**config.mk**
```make
export PLATFORM = sky130hd
export DESIGN_NAME = printer_panel_mode_control
export DESIGN_NICKNAME = d
export VERILOG_FILES = /design/src/panel_pkg.sv /design/src/key_sync.sv /design/src/printer_panel_mode_control.sv /design/src/selftest_gen.sv
export VERILOG_INCLUDE_DIRS = /design/src /design/src/src
export SDC_FILE = /design/constraint.sdc
export NUM_CORES = 1
export LEC_CHECK = 0
export ABC_AREA = 1
export BUFFER_PORTS_ARGS = -buffer_cell sky130_fd_sc_hd__buf_2
export CAP_MARGIN = 10
export CORE_MARGIN = 10
export CORE_UTILIZATION = 53
export DETAILED_ROUTE_END_ITERATION = 8
export HOLD_SLACK_MARGIN = 0.1
export PLACE_DENSITY = 0.76
export SLEW_MARGIN = 0
export SYNTH_ARGS = -nofsm -noshare
export SYNTH_HDL_FRONTEND = slang
export SYNTH_SLANG_ARGS = --single-unit
```
**constraint.sdc**
```tcl
create_clock -name clk -period 1.89 [get_ports clk]
set_input_delay 0.567 -clock clk [delete_from_list [all_inputs] [get_ports clk]]
set_output_delay 0.567 -clock clk [all_outputs]
set_load 0.005 [all_outputs]
```
**src/panel_defs.svh**
```systemverilog
// constants of the printer front-panel controller: offsets, fields, resets, timing
`ifndef PANEL_DEFS_SVH
`define PANEL_DEFS_SVH

`define CLK_PERIOD_NS   5
`define DEBOUNCE_NS     5000
`define DEBOUNCE_CYC    ((`DEBOUNCE_NS + `CLK_PERIOD_NS - 1) / `CLK_PERIOD_NS)
`define STARTUP_NS      20000
`define STARTUP_CYC     ((`STARTUP_NS + `CLK_PERIOD_NS - 1) / `CLK_PERIOD_NS)

`define REG_CTRL        12'h000
`define REG_STATUS      12'h004
`define REG_COUNT       12'h008

`define CTRL_SEL_BIT    0
`define CTRL_ADV_BIT    1
`define CTRL_RST        1'b0

`define STS_MODE_LSB    0
`define STS_PAPER_BIT   2
`define STS_BUSY_BIT    3
`define STS_FEED_BIT    4
`define STS_TRACE_BIT   5
`define STS_PAUSED_BIT  6
`define STS_CHIN_BIT    8
`define STS_NDIR_BIT    9
`define STS_BIGF_BIT    10

`define TEST_FIRST_CHAR 8'h20
`define TEST_LAST_CHAR  8'h7e

`endif

```
**src/panel_pkg.sv**
```systemverilog
// types shared by the printer front-panel controller
`default_nettype none
package panel_pkg;

  typedef enum logic [1:0] {
    MODE_ONLINE   = 2'b00,
    MODE_PAUSING  = 2'b01,
    MODE_OFFLINE  = 2'b10,
    MODE_SELFTEST = 2'b11
  } mode_t;

  typedef struct packed {
    logic red;
    logic green;
  } lamp_t;

  typedef struct packed {
    logic rawTraceMode;
    logic chinese;
    logic normalDir;
    logic bigFont;
  } cfg_t;

  typedef struct packed {
    logic [7:0] data;
    logic       strobe;
  } host_in_t;

  function automatic logic [7:0] hex_ascii(input logic [3:0] nib);
    hex_ascii = (nib < 4'ha) ? (8'h30 + {4'h0, nib}) : (8'h37 + {4'h0, nib});
  endfunction

endpackage
`default_nettype wire

```
**src/key_sync.sv**
```systemverilog
// two-flop synchroniser and debouncer for panel keys, sensor and straps
`default_nettype none
module key_sync #(
  parameter int N   = 6,
  parameter int DEB = 1000
) (
  input  wire logic         clk,
  input  wire logic         arst_n,
  input  wire logic [N-1:0] pinRaw,
  output logic      [N-1:0] level,
  output logic      [N-1:0] rise
);

  localparam int CW = $clog2(DEB + 1);

  // refused at elaboration: a zero width or zero debounce cannot be served
  if (N < 1 || DEB < 1)
  begin : gen_bad_param
    $error("key_sync: N and DEB must be at least 1");
  end

  genvar g;
  generate
    for (g = 0; g < N; g++)
    begin : gen_bit
      logic          s1_ff;
      logic          s2_ff;
      logic          stable_ff;
      logic          rise_ff;
      logic [CW-1:0] cnt_ff;
      wire           differs = (s2_ff != stable_ff);
      wire           settled = (cnt_ff == CW'(DEB - 1));

      // a level must stay changed for DEB cycles before it is believed
      always_ff @(posedge clk or negedge arst_n)
      begin
        if (!arst_n)
        begin
          s1_ff     <= 1'b0;
          s2_ff     <= 1'b0;
          stable_ff <= 1'b0;
          rise_ff   <= 1'b0;
          cnt_ff    <= '0;
        end
        else
        begin
          s1_ff   <= pinRaw[g];
          s2_ff   <= s1_ff;
          rise_ff <= differs && settled && s2_ff;
          cnt_ff  <= (differs && !settled) ? cnt_ff + CW'(1) : '0;
          if (differs && settled)
            stable_ff <= s2_ff;
        end
      end

      assign level[g] = stable_ff;
      assign rise[g]  = rise_ff;
    end
  endgenerate

endmodule
`default_nettype wire

```
**src/printer_panel_mode_control.sv**
```systemverilog
// front-panel mode controller of the impact panel printer with APB status/control
//
// The address map and register access over APB are this design's own decisions.
`include "panel_defs.svh"
`default_nettype none
// What this block does
// lamp: red offline no paper, green online and not busy, yellow online not busy no paper, else dark
// comes up on-line after power-up and after leaving self-test
// select press when on-line and idle goes off-line, lamp dark (red if paper is out)
// select press when off-line returns on-line, lamp relit
// host bytes refused while off-line
// select during printing finishes current row, then pauses off-line
// next select press after pause resumes the interrupted job
// select held at power-up enters raw trace mode, bytes printed in hex
// off-line, paper feeds exactly while the advance key is held
// off-line, advance held then select pressed enters self-test
// self-test prints every valid character code
// self-test ends by itself after the full listing
// select during self-test abandons it at once
// host data moves one byte at a time over eight bits
// select press stops a key-started paper feed
// charset strap picks alphanumeric (open) or double-byte (fitted) printing
// direction strap: fitted normal, open reverse
// font strap picks 12x12 (default) or 15x16 glyphs
// busy towards host when off-line, paused, self-test or not ready
// host presents a byte only when not busy, holds it until acknowledged
module printer_panel_mode_control
  import panel_pkg::*;
#(
  parameter int DEBOUNCE_CYC = `DEBOUNCE_CYC,
  parameter int STARTUP_CYC  = `STARTUP_CYC
) (
  input  wire logic        clk,
  input  wire logic        arst_n,
  input  wire logic        psel,
  input  wire logic        penable,
  input  wire logic        pwrite,
  input  wire logic [11:0] paddr,
  input  wire logic [31:0] pwdata,
  output logic      [31:0] prdata,
  output logic             pready,
  output logic             pslverr,
  input  wire logic        selectKeyRaw,
  input  wire logic        paperAdvanceKeyRaw,
  input  wire logic        paperOutRaw,
  input  wire logic        charsetStrap,
  input  wire logic        printDirectionStrap,
  input  wire logic        fontSizeStrap,
  input  wire host_in_t    hostIn,
  output logic             hostBusy,
  output logic             hostAck,
  output logic      [7:0]  prnData,
  output logic             prnValid,
  input  wire logic        prnReady,
  input  wire logic        rowDone,
  output logic             paperFeed,
  output lamp_t            lamp,
  output cfg_t             cfg
);

  localparam int SW = $clog2(STARTUP_CYC + 1);

  // refused at elaboration: straps must settle before the window closes
  if (STARTUP_CYC <= DEBOUNCE_CYC + 4)
  begin : gen_bad_startup
    $error("STARTUP_CYC must exceed the debounce time");
  end

  ////////////////////////////////////////////////////////////////////////////
  // input conditioning

  logic [5:0] lvl;
  logic [5:0] rise;

  key_sync #(
    .N   (6),
    .DEB (DEBOUNCE_CYC)
  ) u_keys (
    .clk    (clk),
    .arst_n (arst_n),
    .pinRaw ({fontSizeStrap, printDirectionStrap, charsetStrap,
              paperOutRaw, paperAdvanceKeyRaw, selectKeyRaw}),
    .level  (lvl),
    .rise   (rise)
  );

  // the strobe is not debounced: the host is logic, not a contact
  logic       strobeS1_ff;
  logic       strobeS2_ff;
  logic       strobeS3_ff;
  logic [7:0] dataS1_ff;
  logic [7:0] dataS2_ff;

  always_ff @(posedge clk or negedge arst_n)
  begin
    if (!arst_n)
    begin
      strobeS1_ff <= 1'b0;
      strobeS2_ff <= 1'b0;
      strobeS3_ff <= 1'b0;
      dataS1_ff   <= 8'h00;
      dataS2_ff   <= 8'h00;
    end
    else
    begin
      strobeS1_ff <= hostIn.strobe;
      strobeS2_ff <= strobeS1_ff;
      strobeS3_ff <= strobeS2_ff;
      dataS1_ff   <= hostIn.data;
      dataS2_ff   <= dataS1_ff;
    end
  end

  wire strobeRise = strobeS2_ff && !strobeS3_ff;
  wire paperOut   = lvl[2];

  ////////////////////////////////////////////////////////////////////////////
  // power-up window: straps and the held select key are caught at its end

  logic [SW-1:0] startCnt_ff;
  logic          startDone_ff;
  cfg_t          cfg_ff;

  wire startEnd = !startDone_ff && (startCnt_ff == SW'(STARTUP_CYC - 1));

  always_ff @(posedge clk or negedge arst_n)
  begin
    if (!arst_n)
    begin
      startCnt_ff  <= '0;
      startDone_ff <= 1'b0;
      cfg_ff       <= '0;
    end
    else if (startEnd)
    begin
      startDone_ff        <= 1'b1;
      cfg_ff.rawTraceMode <= lvl[0];
      cfg_ff.chinese      <= lvl[3];
      cfg_ff.normalDir    <= lvl[4];
      cfg_ff.bigFont      <= lvl[5];
    end
    else if (!startDone_ff)
      startCnt_ff <= startCnt_ff + SW'(1);
  end

  assign cfg = cfg_ff;

  ////////////////////////////////////////////////////////////////////////////
  // APB slave: zero wait states, read data latched in the setup phase

  logic        ctrlAdv_ff;
  logic        swSel_ff;
  logic [31:0] byteCnt_ff;
  logic [31:0] prdata_ff;

  wire hitCtrl   = (paddr == `REG_CTRL);
  wire hitStatus = (paddr == `REG_STATUS);
  wire hitCount  = (paddr == `REG_COUNT);
  wire hit       = hitCtrl || hitStatus || hitCount;
  wire setup     = psel && !penable;
  wire wrCtrl    = psel && penable && pwrite && hitCtrl;

  mode_t mode_ff;
  mode_t nxt_mode;
  logic  holdValid_ff;
  logic  paused_ff;
  logic  busy;

  wire [31:0] statusWord = {21'h0, cfg_ff.bigFont, cfg_ff.normalDir, cfg_ff.chinese,
                            1'b0, paused_ff, cfg_ff.rawTraceMode, paperFeed, busy,
                            paperOut, mode_ff};
  wire [31:0] readMux = hitCtrl   ? {30'h0, ctrlAdv_ff, 1'b0} :
                        hitStatus ? statusWord :
                        hitCount  ? byteCnt_ff : 32'h0;

  always_ff @(posedge clk or negedge arst_n)
  begin
    if (!arst_n)
    begin
      ctrlAdv_ff <= `CTRL_RST;
      swSel_ff   <= 1'b0;
      prdata_ff  <= 32'h0;
    end
    else
    begin
      swSel_ff <= wrCtrl && pwdata[`CTRL_SEL_BIT];
      if (wrCtrl)
        ctrlAdv_ff <= pwdata[`CTRL_ADV_BIT];
      if (setup)
        prdata_ff <= readMux;
    end
  end

  assign prdata  = prdata_ff;
  assign pready  = 1'b1;
  assign pslverr = psel && penable && !hit;

  ////////////////////////////////////////////////////////////////////////////
  // mode state machine

  logic rowBusy_ff;
  logic stValid;
  logic [7:0] stData;
  logic stDone;

  wire selEv   = startDone_ff && (rise[0] || swSel_ff);
  wire advHeld = lvl[1] || ctrlAdv_ff;
  wire toTest  = (mode_ff == MODE_OFFLINE) && selEv && advHeld;
  wire abortSt = (mode_ff == MODE_SELFTEST) && selEv;

  always_comb
  begin
    nxt_mode = mode_ff;
    unique case (mode_ff)
      MODE_ONLINE:
        if (selEv)
          nxt_mode = rowBusy_ff ? MODE_PAUSING : MODE_OFFLINE;
      MODE_PAUSING:
        if (!rowBusy_ff)
          nxt_mode = MODE_OFFLINE;
      MODE_OFFLINE:
        if (toTest)
          nxt_mode = MODE_SELFTEST;
        else if (selEv)
          nxt_mode = MODE_ONLINE;
      MODE_SELFTEST:
        if (selEv || stDone)
          nxt_mode = MODE_ONLINE;
    endcase
  end

  always_ff @(posedge clk or negedge arst_n)
  begin
    if (!arst_n)
    begin
      mode_ff   <= MODE_ONLINE;
      paused_ff <= 1'b0;
    end
    else
    begin
      mode_ff <= nxt_mode;
      if (mode_ff == MODE_PAUSING && nxt_mode == MODE_OFFLINE)
        paused_ff <= 1'b1;
      else if (nxt_mode != MODE_OFFLINE)
        paused_ff <= 1'b0;
    end
  end

  // feed lasts only while off-line, so the select press that leaves off-line stops it
  assign paperFeed = (mode_ff == MODE_OFFLINE) && advHeld;

  ////////////////////////////////////////////////////////////////////////////
  // host byte intake, one-byte holder and print output stage

  logic [7:0] holdByte_ff;
  logic       hexPhase_ff;
  logic       ack_ff;
  logic [7:0] prnData_ff;
  logic       prnValid_ff;

  assign busy = !startDone_ff || (mode_ff != MODE_ONLINE) || holdValid_ff;

  wire acc      = strobeRise && !busy;
  wire outFree  = !prnValid_ff || prnReady;
  wire sendHold = holdValid_ff && outFree && (mode_ff == MODE_ONLINE);
  wire sendSt   = stValid && outFree && (mode_ff == MODE_SELFTEST);
  wire holdLast = !cfg_ff.rawTraceMode || hexPhase_ff;
  wire [7:0] holdOut = !cfg_ff.rawTraceMode ? holdByte_ff :
                       hexPhase_ff ? hex_ascii(holdByte_ff[3:0]) : hex_ascii(holdByte_ff[7:4]);

  always_ff @(posedge clk or negedge arst_n)
  begin
    if (!arst_n)
    begin
      holdValid_ff <= 1'b0;
      holdByte_ff  <= 8'h00;
      hexPhase_ff  <= 1'b0;
      ack_ff       <= 1'b0;
      byteCnt_ff   <= 32'h0;
    end
    else
    begin
      ack_ff <= acc;
      if (acc)
      begin
        holdValid_ff <= 1'b1;
        holdByte_ff  <= dataS2_ff;
        hexPhase_ff  <= 1'b0;
        byteCnt_ff   <= byteCnt_ff + 32'h1;
      end
      else if (sendHold)
      begin
        holdValid_ff <= !holdLast;
        hexPhase_ff  <= !hexPhase_ff;
      end
    end
  end

  // a paused job keeps its byte in the holder, so resuming loses nothing
  always_ff @(posedge clk or negedge arst_n)
  begin
    if (!arst_n)
    begin
      prnData_ff  <= 8'h00;
      prnValid_ff <= 1'b0;
      rowBusy_ff  <= 1'b0;
    end
    else
    begin
      rowBusy_ff <= (rowBusy_ff && !rowDone) || (prnValid_ff && prnReady);
      if (sendSt || sendHold)
      begin
        prnValid_ff <= 1'b1;
        prnData_ff  <= sendSt ? stData : holdOut;
      end
      else if (prnReady)
        prnValid_ff <= 1'b0;
    end
  end

  selftest_gen u_test (
    .clk    (clk),
    .arst_n (arst_n),
    .start  (toTest),
    .abort  (abortSt),
    .ready  (outFree && (mode_ff == MODE_SELFTEST)),
    .valid  (stValid),
    .data   (stData),
    .done   (stDone)
  );

  assign hostBusy = busy;
  assign hostAck  = ack_ff;
  assign prnData  = prnData_ff;
  assign prnValid = prnValid_ff;

  ////////////////////////////////////////////////////////////////////////////
  // status lamp; yellow is red and green together

  wire onlineIdle = (mode_ff == MODE_ONLINE) && !busy;

  assign lamp.red   = ((mode_ff == MODE_OFFLINE) || onlineIdle) && paperOut;
  assign lamp.green = onlineIdle;

  ////////////////////////////////////////////////////////////////////////////
  // checks

  a_lamp_colour: assert property (@(posedge clk) disable iff (!arst_n)
    (mode_ff == MODE_OFFLINE) |-> !lamp.green && (lamp.red == paperOut))
    else $error("off-line lamp colour wrong");

  a_offline_refuse: assert property (@(posedge clk) disable iff (!arst_n)
    (mode_ff != MODE_ONLINE) && strobeRise |=> !hostAck && $stable(byteCnt_ff))
    else $error("byte taken while not on-line");

  a_row_pause: assert property (@(posedge clk) disable iff (!arst_n)
    (mode_ff == MODE_ONLINE) && selEv && rowBusy_ff |=> mode_ff == MODE_PAUSING)
    else $error("select during a row did not pause");

  a_select_online: assert property (@(posedge clk) disable iff (!arst_n)
    (mode_ff == MODE_OFFLINE) && selEv && !advHeld |=> mode_ff == MODE_ONLINE)
    else $error("select off-line did not return on-line");

  a_feed_follow: assert property (@(posedge clk) disable iff (!arst_n)
    (mode_ff == MODE_OFFLINE) && $fell(advHeld) |-> !paperFeed)
    else $error("feed outlived the advance key");

  a_test_enter: assert property (@(posedge clk) disable iff (!arst_n)
    toTest |=> mode_ff == MODE_SELFTEST ##1 stValid)
    else $error("self-test not entered");

  a_test_abort: assert property (@(posedge clk) disable iff (!arst_n)
    abortSt |=> mode_ff == MODE_ONLINE && !stValid)
    else $error("self-test not abandoned at once");

  a_byte_ack: assert property (@(posedge clk) disable iff (!arst_n)
    acc |=> hostAck && hostBusy && holdByte_ff == $past(dataS2_ff) ##1 !hostAck)
    else $error("accepted byte not acknowledged");

endmodule
`default_nettype wire

```
**src/selftest_gen.sv**
```systemverilog
// self-test listing generator: walks the printable character codes once
`include "panel_defs.svh"
`default_nettype none
module selftest_gen #(
  parameter logic [7:0] FIRST = `TEST_FIRST_CHAR,
  parameter logic [7:0] LAST  = `TEST_LAST_CHAR
) (
  input  wire logic       clk,
  input  wire logic       arst_n,
  input  wire logic       start,
  input  wire logic       abort,
  input  wire logic       ready,
  output logic            valid,
  output logic      [7:0] data,
  output logic            done
);

  // refused at elaboration: the walk only counts upwards
  if (FIRST > LAST)
  begin : gen_bad_range
    $error("selftest_gen: FIRST above LAST");
  end

  logic       active_ff;
  logic [7:0] code_ff;
  logic       done_ff;

  wire step = active_ff && ready;
  wire last = (code_ff == LAST);

  always_ff @(posedge clk or negedge arst_n)
  begin
    if (!arst_n)
    begin
      active_ff <= 1'b0;
      code_ff   <= FIRST;
      done_ff   <= 1'b0;
    end
    else
    begin
      done_ff <= step && last && !abort;
      if (start)
      begin
        active_ff <= 1'b1;
        code_ff   <= FIRST;
      end
      else if (abort)
        active_ff <= 1'b0;
      else if (step)
      begin
        active_ff <= !last;
        code_ff   <= last ? code_ff : code_ff + 8'h01;
      end
    end
  end

  assign valid = active_ff;
  assign data  = code_ff;
  assign done  = done_ff;

  a_walk_step: assert property (@(posedge clk) disable iff (!arst_n)
    step && !last && !abort && !start |=> valid && data == $past(data) + 8'h01)
    else $error("self-test code did not advance by one");

  a_listing_end: assert property (@(posedge clk) disable iff (!arst_n)
    step && last && !abort && !start |=> done && !valid ##1 !done)
    else $error("self-test did not end after the last code");

endmodule
`default_nettype wire

```
==> qor.txt <==
TritonRoute pass-1 iters: 5
height of the chip: 159 um
number of inserted diodes: 0
maximum vdd ir drop: 825 uV
switching portion of total power: 0.212
starting density of the core: 0.546
global-route wire length before repair: 40.4 mm
residual DRC count: 0
area inside the core boundary: 0.0189 mm^2
sequential power share: 0.484
final core utilization: 0.657
setup repair after global routing missed its margin: true
number of nets in the final layout: 1517
power per cell area: 784 mW/mm^2
warnings from Yosys: 0
via count: 8653
first-iteration detailed-routing DRC count: 537
data arrival time at the worst-slack endpoint: 1470 ps
buffers added on ports: 86
class of the most critical hold timing path: in2reg
post-route ant nets: 0
DR vias/cell: 5.04
largest net degree at the start of global routing: 48
Final Total Pwr: 9.74 mW
CP top delay family: simple AND/OR/NAND/NOR gates
list of cells traversed by the critical path: buf_8, inv_4, nand2_4, nor3_4, nand2_2, nor3b_4, buf_6
number of top-level pins: 118
mean cell area of the mapped netlist: 7.97 um^2
area of placed instances: 0.0113 mm^2
cell-internal power: 7.68 mW
crit path time final: 2030 ps
nets in the synthesized netlist: 1371
startpoint kind of the worst setup timing path: input pin
fraction of final layout cells sized beyond drive strength 1: 0.156
run status: complete, but fails checks
critical path's slowest cell: sky130_fd_sc_hd__nor3_4
TritonCTS clock tree: built
CTS root buf: sky130_fd_sc_hd__clkbuf_16
crit-path max cell delay: 280 ps
clock share of power: 0.481
Final Hold Fails: 0
Peak Freq: 492 MHz
wire per inst: 14.0 um
post-layout worst setup margin: -144 ps
r2r setup slk: 40 ps
total clock buffers created by CTS: 23
critical path type: in2out
DP Wirelength: 17.1 mm
Clock Path Buffers: 3
count of pins over their slew limit: 0
horizontal extent of the die: 159 um
CTS Sinks: 215
worst slack on hold paths: 156 ps
DP Cell Count: 1657
sequential-to-total area share from yosys stat: 0.522
Cell variety after synth: 37
most common cell after layout, fill and taps aside: sky130_fd_sc_hd__nand2_1
share of the synthesized area in the top cell type: 0.519
net switching power figure: 2.06 mW
Worst Path Buf+Inv: 3
worst clock skew: 11.2 ps
number of antenna violations at the first check in global routing: 0
Worst-Margin Slew: 522 ps
CP max FO: 3
source-to-sink clock delay at the later pin of the worst-skew pair: 510 ps
summed area of non-filler cells in the final layout: 0.0124 mm^2
violated checks: setup timing
die footprint: 0.0254 mm^2
worst max-slew margin expressed relative to the limit: 0.648
required time at the endpoint of the critical path: 1320 ps
leakage power total: 6.14 nW
commonest cells after routing, fill and taps aside: sky130_fd_sc_hd__nand2_1 (385), sky130_fd_sc_hd__dfrtp_1 (213), sky130_fd_sc_hd__nor2_1 (168)
post-synthesis instance area: 0.0103 mm^2
post-synthesis cell type with the largest combined area: sky130_fd_sc_hd__dfrtp_1
Worst-path clk slew: 60 ps
via count of the first global-routing pass: 8424
logic gate share of total power: 0.034
top post-synthesis cells by area: sky130_fd_sc_hd__dfrtp_1 (52%), sky130_fd_sc_hd__nand2_1 (14%), sky130_fd_sc_hd__nor2_1 (6.4%)
routability cong.: 0.936
wire length after detailed routing: 23.9 mm
GRT Residual Overflow: 0
number of core rows: 50
Final period util: 1.08
critical path endpoint category: output port
flops & latches, synth: 215
instance count of the mapped netlist: 1293
GRT Total Usage: 0.185
level count of the clock H-tree: 1
final count of negative-setup-slack endpoints: 3
layout overhead on the synthesized area: 20.4%
final non-filler cell total: 1716
number of max-capacitance violations reported: 0
[flip-flops by register name (all words and copies together) (netlist names), 2 cells and up]
register / flops
prdata: 32
u_keys.gen_bit.stable_ff: 6
byteCnt_ff: 32
dataS1_ff: 8
prnData: 8
u_keys.gen_bit.s2_ff: 6
dataS2_ff: 8
u_keys.gen_bit.s1_ff: 6
u_keys.gen_bit.cnt_ff: 60
u_test.data: 8
holdByte_ff: 8
mode_ff: 2
cfg: 4
startCnt_ff: 12
[per-stage QoR]
step	setup WS (ps)	TNS (ps)
floorplan	6.47	0
global placement	-300	-300
detailed placement	-328	-329
CTS	-109	-363
global route	-174	-493
finish	-144	-248
[path summary, 6_finish.rpt]
| path | start | to | cells after the start |
|---|---|---|---|
| min reg2reg | dataS1_ff[5] | dataS2_ff[5] | 0 |
| min | selectKeyRaw | u_keys.gen_bit[0].s1_ff | 1 |
| max reg2reg | mode_ff[0] | byteCnt_ff[16] | 9 |
| min in group asynchronous | arst_n | prnData[1] | 2 |
| max in group asynchronous | arst_n | dataS2_ff[4] | 3 |
| max | paddr[0] | pslverr | 7 |
[kinds of logic after synthesis]
| logic type | count (synthesis) | synth area share |
|---|---|---|
| AOI/OAI and AO/OA | 108 | 0.0606 |
| xor gates and xnor gates | 44 | 0.0374 |
| adders and majority gates | 12 | 0.0146 |
| buffers and inverters | 180 | 0.0681 |
| DFF | 215 | 0.522 |
| other | 1 | 0.000364 |
| and+or+nand+nor | 733 | 0.297 |
[timing repair]
action / CTS / global route
hold buffers: 1 / 0
resized for setup: 30 / 18
setup buffers: 15 / 5
hold endpoints to repair: 39 / 0
pin swaps: 9 / 9
endpoints found under the setup margin: 5 / 41
gates cloned: 0 / 0
[per-layer routing]
metal  part of all wire  vias to the layer above  GRT usage
met5                  0                        -          0
met4              0.026                        0     0.0598
met3              0.062                       38     0.0452
met2               0.45                      215      0.288
met1               0.46                     4032      0.250
li1                   -                     4368          -
[power groups by stage]
stage	Clock, mW	Combinational (mW)	Sequential (mW)
finish	4.69	0.336	4.72
global route	5.00	0.387	4.72
CTS	4.79	0.341	4.72
detailed placement	0	0.321	4.80
global placement	0	0.314	4.80
floorplan	0	0.107	4.79
[area by class of cell]
class,count,area [um^2]
Clock inverter,8,121
Fill cell,1557,6480
Timing Repair Buffer,138,948
Multi-Input combinational cell,898,4340
Clock buffer,34,677
Sequential cell,215,5380
Inverter,163,622
Tap cell,260,325
[cells in the mapped netlist (all sizes together)]
cell type	number
nor4	2
nand3	73
clkbuf	5
o21bai	1
a21boi	1
xnor2	5
nor3	46
a31oi	1
conb	1
dfstp	1
nor2	183
buf	12
dfrtp	214
xor2	39
inv	163
nand3b	3
a21oi	16
o211ai	4
ha	12
o22ai	1
o31ai	19
nand4	19
and2	5
nor3b	6
nand2	396
o21ai	65
(Power assumes the default switching activity.)
